$ cat config.mk
export PLATFORM = sky130hd
export DESIGN_NAME = ocb_list_pointers
export DESIGN_NICKNAME = d
export VERILOG_FILES = /design/src/ocb_pkg.sv /design/src/ocb_list_ptr.sv /design/src/ocb_list_pointers.sv
export SDC_FILE = /design/constraint.sdc
export NUM_CORES = 1
export LEC_CHECK = 0
export BUFFER_PORTS_ARGS = -buffer_cell sky130_fd_sc_hd__buf_4
export CAP_MARGIN = 20
export CORE_AREA = 4 4 157 159
export DETAILED_ROUTE_END_ITERATION = 16
export DIE_AREA = 0 0 161 163
export PLACE_DENSITY = 0.58
export REMOVE_ABC_BUFFERS = 1
export SLEW_MARGIN = 30
export SYNTH_ARGS = -nofsm -noshare
export SYNTH_HDL_FRONTEND = slang
export SYNTH_HIERARCHICAL = 1
export SYNTH_SLANG_ARGS = --single-unit
$ cat constraint.sdc
create_clock -name CORE_CLK_IN -period 2.2 [get_ports CORE_CLK_IN]
set_clock_uncertainty 0.2 [all_clocks]
set_input_delay 0.22 -clock CORE_CLK_IN [delete_from_list [all_inputs] [get_ports CORE_CLK_IN]]
set_output_delay 0.22 -clock CORE_CLK_IN [all_outputs]
set_load 0.02 [all_outputs]
$ cat src/ocb_pkg.sv
// ****************************************************************
// Control and bulk list pointer constants
// ****************************************************************
package ocb_pkg;

    localparam int unsigned ADDR_W  = 8;
    localparam int unsigned DATA_W  = 32;
    localparam int unsigned PTR_LSB = 4;
    localparam int unsigned PTR_W   = DATA_W - PTR_LSB;

    // Register offsets from the base address register
    localparam logic [ADDR_W-1:0] CTRL_CUR_OFFSET   = 8'h24;
    localparam logic [ADDR_W-1:0] BULK_FIRST_OFFSET = 8'h28;
    localparam logic [ADDR_W-1:0] BULK_CUR_OFFSET   = 8'h2c;

    // Reset values, reserved low bits and unmapped read value
    localparam logic [PTR_W-1:0]  PTR_RESET      = 28'h000_0000;
    localparam logic [PTR_LSB-1:0] RSVD_VALUE    = 4'h0;
    localparam logic [DATA_W-1:0] RDATA_RESET    = 32'h0000_0000;
    localparam logic [DATA_W-1:0] UNMAPPED_VALUE = 32'h0000_0000;

    // Bit positions in the command status and control registers
    localparam int unsigned CTRL_LIST_FILLED_BIT = 1;
    localparam int unsigned BULK_LIST_FILLED_BIT = 2;
    localparam int unsigned CTRL_LIST_EN_BIT     = 4;
    localparam int unsigned BULK_LIST_EN_BIT     = 5;

endpackage

$ cat src/ocb_list_ptr.sv
`timescale 1ns/100ps

// ****************************************************************
// One list walking pointer: advance, wrap to head, software load
// ****************************************************************
module ocb_list_ptr
    import ocb_pkg::*;
(
    input  wire logic              clk_in,
    input  wire logic              rst_n_in,
    input  wire logic              sw_wr_in,
    input  wire logic [PTR_W-1:0]  sw_data_in,
    input  wire logic              served_in,
    input  wire logic [PTR_W-1:0]  next_in,
    input  wire logic              list_end_in,
    input  wire logic              filled_in,
    input  wire logic [PTR_W-1:0]  head_in,
    output logic      [PTR_W-1:0]  ptr_out,
    output logic                   clear_filled_out,
    output logic                   at_end_out
);

    logic [PTR_W-1:0] ptr;
    logic [PTR_W-1:0] next_ptr;
    logic             wrap;

    // Wrap only when the list end is reached and the filled flag is set
    assign wrap = list_end_in && filled_in && !served_in;

    always_comb begin
        next_ptr = ptr;
        if (sw_wr_in) begin
            next_ptr = sw_data_in;
        end else if (served_in) begin
            // Follow the descriptor's own link, keeping insertion order
            next_ptr = next_in;
        end else if (wrap) begin
            next_ptr = head_in;
        end
    end

    // Pointer is never cleared at a frame boundary, so work resumes
    // where the previous frame stopped
    always_ff @(posedge clk_in) begin
        if (!rst_n_in) begin
            ptr <= PTR_RESET;
        end else begin
            ptr <= next_ptr;
        end
    end

    assign ptr_out          = ptr;
    assign clear_filled_out = wrap && !sw_wr_in;
    // Zero marks the end of the list
    assign at_end_out       = (ptr == PTR_RESET);

endmodule

$ cat src/ocb_list_pointers.sv
`timescale 1ns/100ps

module ocb_list_pointers
    import ocb_pkg::*;
(
    input  wire logic                       CORE_CLK_IN,
    input  wire logic                       RESETN_IN,
    input  wire logic [ocb_pkg::ADDR_W-1:0] REG_ADDR_IN,
    input  wire logic                       REG_WR_IN,
    input  wire logic                       REG_RD_IN,
    input  wire logic [ocb_pkg::DATA_W-1:0] REG_WDATA_IN,
    output logic      [ocb_pkg::DATA_W-1:0] REG_RDATA_OUT,
    output logic                            REG_RDATA_VALID_OUT,
    input  wire logic [ocb_pkg::DATA_W-1:0] CTRL_REG_IN,
    input  wire logic [ocb_pkg::DATA_W-1:0] CMD_STATUS_IN,
    output logic      [ocb_pkg::DATA_W-1:0] CMD_STATUS_CLR_OUT,
    input  wire logic                       INIT_LOAD_IN,
    input  wire logic [ocb_pkg::DATA_W-1:0] HOST_COMM_AREA_BULK_FIRST_IN,
    input  wire logic [ocb_pkg::DATA_W-1:0] CTRL_FIRST_PTR_IN,
    input  wire logic                       CTRL_ED_SERVED_IN,
    input  wire logic [ocb_pkg::DATA_W-1:0] CTRL_NEXT_ED_IN,
    input  wire logic                       CTRL_LIST_END_IN,
    input  wire logic                       BULK_ED_SERVED_IN,
    input  wire logic [ocb_pkg::DATA_W-1:0] BULK_NEXT_ED_IN,
    input  wire logic                       BULK_LIST_END_IN,
    output logic      [ocb_pkg::DATA_W-1:0] CTRL_CUR_PTR_OUT,
    output logic      [ocb_pkg::DATA_W-1:0] BULK_FIRST_PTR_OUT,
    output logic      [ocb_pkg::DATA_W-1:0] BULK_CUR_PTR_OUT,
    output logic                            CTRL_AT_END_OUT,
    output logic                            BULK_AT_END_OUT
);

    // ****************************************************************
    // Address decode and write gating
    // ****************************************************************
    logic             sel_ctrl_cur;
    logic             sel_bulk_first;
    logic             sel_bulk_cur;
    logic             ctrl_list_en;
    logic             bulk_list_en;
    logic             ctrl_list_filled;
    logic             bulk_list_filled;
    logic             bulk_cur_wr;
    logic             bulk_first_wr;
    logic [PTR_W-1:0] ctrl_cur_ptr;
    logic [PTR_W-1:0] bulk_cur_ptr;
    logic [PTR_W-1:0] bulk_first_ptr;
    logic             ctrl_clr;
    logic             bulk_clr;

    always_comb begin
        sel_ctrl_cur   = 1'b0;
        sel_bulk_first = 1'b0;
        sel_bulk_cur   = 1'b0;
        if (REG_ADDR_IN == CTRL_CUR_OFFSET) begin
            sel_ctrl_cur = 1'b1;
        end else if (REG_ADDR_IN == BULK_FIRST_OFFSET) begin
            sel_bulk_first = 1'b1;
        end else if (REG_ADDR_IN == BULK_CUR_OFFSET) begin
            sel_bulk_cur = 1'b1;
        end
    end

    assign ctrl_list_en     = CTRL_REG_IN[CTRL_LIST_EN_BIT];
    assign bulk_list_en     = CTRL_REG_IN[BULK_LIST_EN_BIT];
    assign ctrl_list_filled = CMD_STATUS_IN[CTRL_LIST_FILLED_BIT];
    assign bulk_list_filled = CMD_STATUS_IN[BULK_LIST_FILLED_BIT];

    // Bulk current writes while the bulk list is enabled would race the walker; drop them
    assign bulk_cur_wr   = REG_WR_IN && sel_bulk_cur && !bulk_list_en;
    assign bulk_first_wr = REG_WR_IN && sel_bulk_first;

    // ****************************************************************
    // Control list walker
    // ****************************************************************
    // Software write port tied off: the control current pointer is read-only
    ocb_list_ptr u_ctrl_walk (
        .clk_in           (CORE_CLK_IN),
        .rst_n_in         (RESETN_IN),
        .sw_wr_in         (1'b0),
        .sw_data_in       (PTR_RESET),
        .served_in        (CTRL_ED_SERVED_IN),
        .next_in          (CTRL_NEXT_ED_IN[DATA_W-1:PTR_LSB]),
        .list_end_in      (CTRL_LIST_END_IN),
        .filled_in        (ctrl_list_filled),
        .head_in          (CTRL_FIRST_PTR_IN[DATA_W-1:PTR_LSB]),
        .ptr_out          (ctrl_cur_ptr),
        .clear_filled_out (ctrl_clr),
        .at_end_out       (CTRL_AT_END_OUT)
    );

    // ****************************************************************
    // Bulk head pointer
    // ****************************************************************
    // Init load wins over a software write in the same cycle
    always_ff @(posedge CORE_CLK_IN) begin
        if (!RESETN_IN) begin
            bulk_first_ptr <= PTR_RESET;
        end else if (INIT_LOAD_IN) begin
            bulk_first_ptr <= HOST_COMM_AREA_BULK_FIRST_IN[DATA_W-1:PTR_LSB];
        end else if (bulk_first_wr) begin
            bulk_first_ptr <= REG_WDATA_IN[DATA_W-1:PTR_LSB];
        end
    end

    // ****************************************************************
    // Bulk list walker
    // ****************************************************************
    ocb_list_ptr u_bulk_walk (
        .clk_in           (CORE_CLK_IN),
        .rst_n_in         (RESETN_IN),
        .sw_wr_in         (bulk_cur_wr),
        .sw_data_in       (REG_WDATA_IN[DATA_W-1:PTR_LSB]),
        .served_in        (BULK_ED_SERVED_IN),
        .next_in          (BULK_NEXT_ED_IN[DATA_W-1:PTR_LSB]),
        .list_end_in      (BULK_LIST_END_IN),
        .filled_in        (bulk_list_filled),
        .head_in          (bulk_first_ptr),
        .ptr_out          (bulk_cur_ptr),
        .clear_filled_out (bulk_clr),
        .at_end_out       (BULK_AT_END_OUT)
    );

    // ****************************************************************
    // Flag clears and pointer outputs
    // ****************************************************************
    always_comb begin
        CMD_STATUS_CLR_OUT                       = '0;
        CMD_STATUS_CLR_OUT[CTRL_LIST_FILLED_BIT] = ctrl_clr;
        CMD_STATUS_CLR_OUT[BULK_LIST_FILLED_BIT] = bulk_clr;
    end

    assign CTRL_CUR_PTR_OUT   = {ctrl_cur_ptr, RSVD_VALUE};
    assign BULK_FIRST_PTR_OUT = {bulk_first_ptr, RSVD_VALUE};
    assign BULK_CUR_PTR_OUT   = {bulk_cur_ptr, RSVD_VALUE};

    // ****************************************************************
    // Register read
    // ****************************************************************
    logic [DATA_W-1:0] next_rdata;

    always_comb begin
        next_rdata = UNMAPPED_VALUE;
        if (sel_ctrl_cur) begin
            next_rdata = {ctrl_cur_ptr, RSVD_VALUE};
        end else if (sel_bulk_first) begin
            next_rdata = {bulk_first_ptr, RSVD_VALUE};
        end else if (sel_bulk_cur) begin
            next_rdata = {bulk_cur_ptr, RSVD_VALUE};
        end
    end

    always_ff @(posedge CORE_CLK_IN) begin
        if (!RESETN_IN) begin
            REG_RDATA_OUT <= RDATA_RESET;
        end else if (REG_RD_IN) begin
            REG_RDATA_OUT <= next_rdata;
        end
    end

    always_ff @(posedge CORE_CLK_IN) begin
        if (!RESETN_IN) begin
            REG_RDATA_VALID_OUT <= 1'b0;
        end else begin
            REG_RDATA_VALID_OUT <= REG_RD_IN;
        end
    end
endmodule

==> results of run 1 <==
Yosys cell counts (2+ instances only):
library cell | instances | area share
sky130_fd_sc_hd__a211o_1 | 56 | 0.072
sky130_fd_sc_hd__a211oi_1 | 2 | 0.0022
sky130_fd_sc_hd__a22o_1 | 28 | 0.036
sky130_fd_sc_hd__a32o_1 | 84 | 0.12
sky130_fd_sc_hd__and2_1 | 3 | 0.0028
sky130_fd_sc_hd__and2b_1 | 18 | 0.020
sky130_fd_sc_hd__buf_1 | 5 | 0.0028
sky130_fd_sc_hd__buf_2 | 12 | 0.0088
sky130_fd_sc_hd__buf_4 | 61 | 0.067
sky130_fd_sc_hd__buf_6 | 6 | 0.0099
sky130_fd_sc_hd__buf_8 | 4 | 0.0088
sky130_fd_sc_hd__clkbuf_1 | 30 | 0.017
sky130_fd_sc_hd__dfxtp_1 | 113 | 0.33
sky130_fd_sc_hd__mux2_2 | 28 | 0.046
sky130_fd_sc_hd__mux2i_1 | 28 | 0.041
sky130_fd_sc_hd__nand2_1 | 2 | 0.0011
sky130_fd_sc_hd__nand2b_1 | 84 | 0.077
sky130_fd_sc_hd__nand3_1 | 2 | 0.0015
sky130_fd_sc_hd__nand4_1 | 2 | 0.0018
sky130_fd_sc_hd__nor2_1 | 2 | 0.0011
sky130_fd_sc_hd__nor2b_1 | 41 | 0.038
sky130_fd_sc_hd__nor3_1 | 2 | 0.0015
sky130_fd_sc_hd__nor4_1 | 15 | 0.014
sky130_fd_sc_hd__o211ai_1 | 56 | 0.062
flip-flops by register name, indices dropped and copies added (netlist names):
register	count
REG_RDATA_OUT	28
bulk_first_ptr	28
u_bulk_walk/ptr_out	28
u_ctrl_walk/ptr_out	28
REG_RDATA_VALID_OUT	1
per-layer routing:
metal | up-vias | GRT usage | routed length [µm]
met5 | - | 0 | 0
li1 | 3292 | - | -
met1 | 3326 | 0.250 | 11700
met2 | 265 | 0.305 | 12100
met3 | 19 | 0.0506 | 1840
met4 | 0 | 0.0477 | 295
cell families (layout without fill, tap and decap cells):
| group | after synthesis | after routing | share of synthesized area |
|---|---|---|---|
| buf+inv | 119 | 421 | 0.115 |
| other cells | 1 | 78 | 0.000552 |
| mux | 56 | 56 | 0.0876 |
| flops | 113 | 113 | 0.333 |
| compound gates | 226 | 226 | 0.296 |
| simple gates | 176 | 176 | 0.168 |
final cells by class:
class	instances	area (µm²)	area share
Clock inverter	12	143	0.0134
Tap cell	319	399	0.0376
Inverter	1	3.75	0.000354
Sequential cell	113	2260	0.213
Clock buffer	19	433	0.0408
Multi-Input combinational cell	536	4130	0.389
Timing Repair Buffer	389	3240	0.305
final timing paths:
path / start / to / cells after the start
setup / recovery: REG_ADDR_IN[4] / CMD_STATUS_CLR_OUT[2] / 6
hold / removal: HOST_COMM_AREA_BULK_FIRST_IN[20] / bulk_first_ptr[16]$_SDFFE_PN0P_ / 4
setup reg to reg: u_bulk_walk/ptr_out[2]$_SDFFE_PN0P_ / REG_RDATA_OUT[6]$_SDFFE_PN0P_ / 4
hold reg to reg: REG_RDATA_OUT[31]$_SDFFE_PN0P_ / REG_RDATA_OUT[31]$_SDFFE_PN0P_ / 1
timing repair:
item,4_1_cts,5_1_grt
setup buffers,0,0
hold endpoints to repair,85,0
hold buffers,85,0
endpoints found under the setup margin,3,2
cloned,0,0
gates resized for setup,5,7
pin swaps,0,4
power by group:
group	internal, mW	leakage (nW)	switching, mW
logic	0.777	3.39	0.724
clock network	1.76	0.278	1.01
registers	2.16	0.931	0.146
worst max-delay path, delay by kind of cell:
family / cells / cell delay, ns
buffers and inverters: 3 / 0.63
and+or+nand+nor: 3 / 0.86
==> impl_metrics.prom, run 1 <==
# TYPE chip_impl_metric gauge
chip_impl_info{name="status",value="finished clean"} 1
chip_impl_metric{name="timing.fmax",unit="GHz"} 0.466
chip_impl_metric{name="async_reset_ff_frac",unit=""} 0
chip_impl_metric{name="synth-seq-cells",unit=""} 113
chip_impl_metric{name="final_area",unit="µm²"} 10600
chip_impl_metric{name="detail-route-antenna-nets",unit=""} 0
chip_impl_metric{name="wl_per_cell",unit="µm"} 18.7
chip_impl_metric{name="min_period",unit="ns"} 2.14
chip_impl_metric{name="design.die.area",unit="µm²"} 26200
chip_impl_metric{name="vias_per_cell",unit=""} 4.97
chip_impl_metric{name="leakage_power",unit="nW"} 4.60
chip_impl_metric{name="synth_area_per_cell",unit="µm²"} 9.84
chip_impl_metric{name="chipWidth",unit="µm"} 161
chip_impl_metric{name="finalNetCount",unit=""} 1299
chip_impl_metric{name="place_congestion",unit=""} 0.792
chip_impl_metric{name="ioPinCount",unit=""} 404
chip_impl_metric{name="final-max-slew-violation-count",unit=""} 0
chip_impl_info{name="tritoncts",value="yes"} 1
chip_impl_metric{name="cts.reportedPaths.clkPinSlew",unit="ns"} 0.06
chip_impl_metric{name="core.rowCount",unit=""} 56
chip_impl_metric{name="critical_path_fanout_max",unit=""} 22
chip_impl_metric{name="fin_cells",unit=""} 1389
chip_impl_metric{name="drv.max_cap_violation_count",unit=""} 0
chip_impl_info{name="crit_slowest_cell",value="sky130_fd_sc_hd__or4b_4"} 1
chip_impl_metric{name="grt_resource_usage_total",unit=""} 0.188
chip_impl_metric{name="dpl_worst_slack",unit="ns"} -0.185
chip_impl_metric{name="globalRouteOverflowTotal",unit=""} 0
chip_impl_metric{name="clock_sinks",unit=""} 113
chip_impl_metric{name="grt_max_degree",unit=""} 54
chip_impl_info{name="layout.cells.most_common_list",value="295 x sky130_fd_sc_hd__buf_4, 111 x sky130_fd_sc_hd__dfxtp_1, 85 x sky130_fd_sc_hd__dlygate4sd3_1"} 1
chip_impl_metric{name="syn-instance-count",unit=""} 691
chip_impl_metric{name="routed_wirelength",unit="µm"} 25900
chip_impl_metric{name="hold_viol_final",unit=""} 0
chip_impl_metric{name="layout.filler_cells",unit=""} 2266
chip_impl_metric{name="setup.reg_to_reg.worst_slack",unit="ns"} 0.77
chip_impl_info{name="final_common_cell",value="sky130_fd_sc_hd__buf_4"} 1
chip_impl_metric{name="slowest_delay",unit="ns"} 0.53
chip_impl_metric{name="first_global_vias",unit=""} 6649
chip_impl_metric{name="setup_viol",unit=""} 0
chip_impl_info{name="start_kind",value="primary input"} 1
chip_impl_info{name="timing.hold.worst.class",value="in -> reg"} 1
chip_impl_metric{name="peakVddDrop",unit="µV"} 365
chip_impl_metric{name="setup_tns",unit="ns"} 0
chip_impl_metric{name="wire_length_of_the_first_global_routing_pass",unit="µm"} 38700
chip_impl_metric{name="p_total",unit="mW"} 6.58
chip_impl_metric{name="ctsHtreeMaxLevel",unit=""} 4
chip_impl_info{name="timing.critical_path.to_type",value="primary output"} 1
chip_impl_metric{name="required",unit="ns"} 1.78
chip_impl_metric{name="fin_util",unit=""} 0.456
chip_impl_metric{name="vias",unit=""} 6902
chip_impl_metric{name="antenna_cells_inserted",unit=""} 0
chip_impl_metric{name="die_h",unit="µm"} 163
chip_impl_metric{name="synth-edff-count",unit=""} 0
chip_impl_metric{name="drive_above_1_share",unit=""} 0.353
chip_impl_metric{name="timing.final.ws_setup",unit="ns"} 0.0556
chip_impl_metric{name="initial_antenna_violation_count",unit=""} 0
chip_impl_metric{name="drt_pass1_iterations",unit=""} 5
chip_impl_metric{name="initial_standard_cell_utilization_of_the_core",unit=""} 0.292
chip_impl_metric{name="total_placed_instance_area",unit="µm²"} 9130
chip_impl_metric{name="drc",unit=""} 0
chip_impl_metric{name="worst_slew_margin",unit=""} 0.570
chip_impl_metric{name="netlist-cell-type-count",unit=""} 31
chip_impl_metric{name="areaGrowthSynthToFinish",unit="%"} 56.1
chip_impl_metric{name="placeableCoreArea",unit="µm²"} 23300
chip_impl_info{name="cts-root-buf",value="sky130_fd_sc_hd__clkbuf_16"} 1
chip_impl_metric{name="yosys_warnings",unit=""} 6
chip_impl_metric{name="post-route-period-util",unit=""} 0.975
chip_impl_info{name="most_instantiated_flip_flop_cell_in_the_synthesis_netlist",value="sky130_fd_sc_hd__dfxtp_1"} 1
chip_impl_metric{name="max_slew.worst_pin.slew",unit="ns"} 0.644
chip_impl_info{name="grt_setup_unrepaired",value="no"} 1
chip_impl_metric{name="holdWs",unit="ns"} 0.0268
chip_impl_metric{name="timing.critical_path.arrival",unit="ns"} 1.72
chip_impl_metric{name="post-dp-hpwl",unit="µm"} 18900
chip_impl_metric{name="drt_iter0_markers",unit=""} 348
chip_impl_metric{name="numPortBuffers",unit=""} 276
chip_impl_metric{name="syn-cell-area",unit="µm²"} 6800
chip_impl_info{name="path_cells",value="buf_4 -> or4b_4 -> nor4_2 -> buf_4 -> nor3_1 -> buf_4"} 1
chip_impl_metric{name="post_synthesis_sequential_area_ratio",unit=""} 0.333
chip_impl_metric{name="clock_insertion_delay_worst_skew",unit="ns"} 0.41
chip_impl_info{name="critical_path.most_common_cell",value="sky130_fd_sc_hd__buf_4"} 1
chip_impl_info{name="crit_type",value="in -> out"} 1
chip_impl_metric{name="power_density",unit="nW/µm²"} 620
chip_impl_metric{name="cts_buffers",unit=""} 17
chip_impl_metric{name="cts_buffer_depth",unit=""} 2
chip_impl_metric{name="placed_cells_incl_taps",unit=""} 1274
Power figures use the tool's default switching activity.
==> run 2: changes to the inputs <==
--- a/config.mk
+++ b/config.mk
@@ -12,7 +12,6 @@
 export DIE_AREA = 0 0 161 163
 export PLACE_DENSITY = 0.58
 export REMOVE_ABC_BUFFERS = 1
-export SLEW_MARGIN = 30
 export SYNTH_ARGS = -nofsm -noshare
 export SYNTH_HDL_FRONTEND = slang
 export SYNTH_HIERARCHICAL = 1
==> constraint.sdc (replaced) <==
create_clock -name CORE_CLK_IN -period 2.2 [get_ports CORE_CLK_IN]
set_clock_uncertainty 0.2 [all_clocks]
set_input_delay 0.44 -clock CORE_CLK_IN [delete_from_list [all_inputs] [get_ports CORE_CLK_IN]]
set_output_delay 0.44 -clock CORE_CLK_IN [all_outputs]
set_load 0.02 [all_outputs]
==> impl_metrics.prom, run 2 (same netlist as run 1, synthesis figures left out) <==
# TYPE chip_impl_metric gauge
chip_impl_info{name="tritoncts",value="yes"} 1
chip_impl_metric{name="clock_sinks",unit=""} 113
chip_impl_metric{name="fin_util",unit=""} 0.443
chip_impl_metric{name="power.sequential.fraction",unit=""} 0.337
chip_impl_metric{name="placed_cells_incl_taps",unit=""} 1283
chip_impl_info{name="crit_type",value="in -> out"} 1
chip_impl_metric{name="fin_cells",unit=""} 1326
chip_impl_metric{name="internal_power",unit="mW"} 4.96
chip_impl_metric{name="clock_insertion_delay_worst_skew",unit="ns"} 0.41
chip_impl_metric{name="drive_above_1_share",unit=""} 0.417
chip_impl_info{name="reg2reg_from",value="u_bulk_walk/ptr_out[21]$_SDFFE_PN0P_"} 1
chip_impl_metric{name="drc",unit=""} 0
chip_impl_metric{name="ioPinCount",unit=""} 404
chip_impl_metric{name="required",unit="ns"} 1.56
chip_impl_metric{name="dpl_worst_slack",unit="ns"} -0.546
chip_impl_info{name="timing.critical_path.to_type",value="primary output"} 1
chip_impl_info{name="violations",value="negative setup slack"} 1
chip_impl_info{name="status",value="finished, violations left"} 1
chip_impl_metric{name="final-max-slew-violation-count",unit=""} 0
chip_impl_metric{name="cts_buffers",unit=""} 17
chip_impl_info{name="rr_endpoint",value="REG_RDATA_OUT[25]$_SDFFE_PN0P_"} 1
chip_impl_metric{name="chipWidth",unit="µm"} 161
chip_impl_metric{name="timing.critical_path.arrival",unit="ns"} 1.77
chip_impl_metric{name="cts_buffer_depth",unit=""} 2
chip_impl_metric{name="grt_max_degree",unit=""} 58
chip_impl_metric{name="finalNetCount",unit=""} 1235
chip_impl_metric{name="cts.reportedPaths.clkPinSlew",unit="ns"} 0.05
chip_impl_info{name="grt_setup_unrepaired",value="yes"} 1
chip_impl_metric{name="drt_pass1_iterations",unit=""} 5
chip_impl_metric{name="drt_iter0_markers",unit=""} 355
chip_impl_metric{name="die_h",unit="µm"} 163
chip_impl_metric{name="numPortBuffers",unit=""} 276
chip_impl_info{name="timing.hold.worst.class",value="in -> reg"} 1
chip_impl_metric{name="placeableCoreArea",unit="µm²"} 23300
chip_impl_info{name="start_kind",value="primary input"} 1
chip_impl_metric{name="design.die.area",unit="µm²"} 26200
chip_impl_metric{name="critical_path_fanout_max",unit=""} 2
chip_impl_metric{name="drv.max_cap_violation_count",unit=""} 0
chip_impl_metric{name="peakVddDrop",unit="µV"} 366
chip_impl_info{name="hold_path_startpoint",value="REG_RD_IN"} 1
chip_impl_metric{name="min_period",unit="ns"} 2.41
chip_impl_metric{name="vias_per_cell",unit=""} 4.96
chip_impl_metric{name="hold_depth",unit=""} 2
chip_impl_metric{name="power_density",unit="nW/µm²"} 669
chip_impl_metric{name="setup_viol",unit=""} 29
chip_impl_metric{name="post-route-period-util",unit=""} 1.09
chip_impl_metric{name="hold_viol_final",unit=""} 0
chip_impl_metric{name="max_slew.worst_pin.slew",unit="ns"} 0.544
chip_impl_metric{name="worst_slew_margin",unit=""} 0.637
chip_impl_metric{name="antenna_cells_inserted",unit=""} 0
chip_impl_metric{name="wire_length_of_the_first_global_routing_pass",unit="µm"} 37900
chip_impl_metric{name="timing.fmax",unit="GHz"} 0.415
chip_impl_info{name="final_common_cell",value="sky130_fd_sc_hd__buf_4"} 1
chip_impl_metric{name="ctsHtreeMaxLevel",unit=""} 4
chip_impl_metric{name="initial_antenna_violation_count",unit=""} 0
chip_impl_metric{name="power.switching_fraction",unit=""} 0.280
chip_impl_metric{name="routed_wirelength",unit="µm"} 25900
chip_impl_metric{name="first_global_vias",unit=""} 6291
chip_impl_metric{name="initial_standard_cell_utilization_of_the_core",unit=""} 0.292
chip_impl_metric{name="areaGrowthSynthToFinish",unit="%"} 51.5
chip_impl_metric{name="place_congestion",unit=""} 0.802
chip_impl_metric{name="wl_per_cell",unit="µm"} 19.5
chip_impl_info{name="layout.cells.most_common_list",value="300 x sky130_fd_sc_hd__buf_4, 103 x sky130_fd_sc_hd__dfxtp_1, 84 x sky130_fd_sc_hd__nand2b_1, 84 x sky130_fd_sc_hd__a32o_1, 78 x sky130_fd_sc_hd__conb_1"} 1
chip_impl_metric{name="leakage_power",unit="nW"} 4.47
chip_impl_info{name="min_delay_worst_endpoint",value="REG_RDATA_VALID_OUT$_SDFF_PN0_"} 1
chip_impl_metric{name="core.rowCount",unit=""} 56
chip_impl_metric{name="timing.final.ws_setup",unit="ns"} -0.208
chip_impl_metric{name="grt_resource_usage_total",unit=""} 0.186
chip_impl_metric{name="vias",unit=""} 6583
chip_impl_metric{name="detail-route-antenna-nets",unit=""} 0
chip_impl_metric{name="p_total",unit="mW"} 6.89
chip_impl_metric{name="portion_of_total_power_attributed_to_combinational_logic",unit=""} 0.214
chip_impl_metric{name="p_clk_frac",unit=""} 0.449
chip_impl_metric{name="r2r_cells",unit=""} 4
chip_impl_metric{name="globalRouteOverflowTotal",unit=""} 0
chip_impl_metric{name="post-dp-hpwl",unit="µm"} 19100
chip_impl_info{name="cts-root-buf",value="sky130_fd_sc_hd__clkbuf_16"} 1
chip_impl_metric{name="setup.reg_to_reg.worst_slack",unit="ns"} 0.72
chip_impl_metric{name="power.switching",unit="mW"} 1.93
chip_impl_metric{name="cts_hold_repair.buffers",unit=""} 0
-- run 2: cell count changes in the layout (fill, tap and decap cells not counted), moves of 3 or more --
cell and change:
sky130_fd_sc_hd__clkinv_2 -6, sky130_fd_sc_hd__buf_12 +4, sky130_fd_sc_hd__buf_8 +3, sky130_fd_sc_hd__buf_6 +6
sky130_fd_sc_hd__dfxtp_4 +4, sky130_fd_sc_hd__nor4_4 +7, sky130_fd_sc_hd__dfxtp_2 +4, sky130_fd_sc_hd__dlygate4sd3_1 -85
sky130_fd_sc_hd__dfxtp_1 -8, sky130_fd_sc_hd__buf_4 +5, sky130_fd_sc_hd__nor4_1 -6
-- run 2: worst max path at each step --
stage	startpoint	endpoint	slack [ns]	depth (start not counted)
global placement	REG_ADDR_IN[4]	u_bulk_walk/ptr_out[9]$_SDFFE_PN0P_	-0.52	8
global route	REG_ADDR_IN[0]	CMD_STATUS_CLR_OUT[2]	-0.25	6
finish	REG_ADDR_IN[0]	CMD_STATUS_CLR_OUT[2]	-0.21	6
CTS	REG_ADDR_IN[0]	CMD_STATUS_CLR_OUT[2]	-0.29	6
detailed placement	REG_ADDR_IN[4]	u_bulk_walk/ptr_out[10]$_SDFFE_PN0P_	-0.55	8
floorplan	REG_ADDR_IN[4]	u_bulk_walk/ptr_out[0]$_SDFFE_PN0P_	-4.75	5
-- run 2: stage by stage --
stage          hold slack, ns  setup TNS, ns  area (µm²)
2_1_floorplan           0.385        -186.33        6310
3_3_place_gp            0.287         -16.88        9230
3_5_place_dp            0.294         -18.43        9230
4_1_cts                0.0600          -2.31       10100
5_1_grt                0.0729          -4.75       10300
6_report               0.0844          -3.09       10300
-- run 2: worst max-delay path, stage by stage --
cell and delay, ns:
sky130_fd_sc_hd__buf_6 0.09, sky130_fd_sc_hd__or4b_4 0.55, sky130_fd_sc_hd__nor4_4 0.31, sky130_fd_sc_hd__buf_6 0.17
sky130_fd_sc_hd__nor3_2 0.04, sky130_fd_sc_hd__buf_4 0.17
-- run 2: repair_timing --
item,4_1_cts,5_1_grt
pin swaps,10,8
setup endpoints to repair,31,31
resized for setup,36,22
gates cloned,0,4
setup buffers,3,4
-- run 2: final cells by class --
cell class	count	area, µm²
clock buffers	20	447
clock inverters	12	206
fillers	2286	13000
inverters	1	3.75
multi-input cells	536	4270
flip-flops and latches	113	2280
well taps	319	399
repair buffers	325	2690
-- run 2: power by group through the flow --
stage | clock (mW) | sequential, mW | combinational (mW)
final | 3.09 | 2.32 | 1.47
after global routing | 3.24 | 2.35 | 1.58
after CTS | 3.16 | 2.32 | 1.42
after detailed placement | 0 | 2.35 | 1.37
after global placement | 0 | 2.34 | 1.37
after floorplan | 0 | 2.44 | 0.519
-- run 2: layer usage --
layer,global-route usage,routed length [µm],vias to the layer above
met5,0,0,-
met4,0.0438,467,0
met2,0.294,12000,263
li1,-,-,3175
met1,0.253,11500,3120
met3,0.0524,1850,25
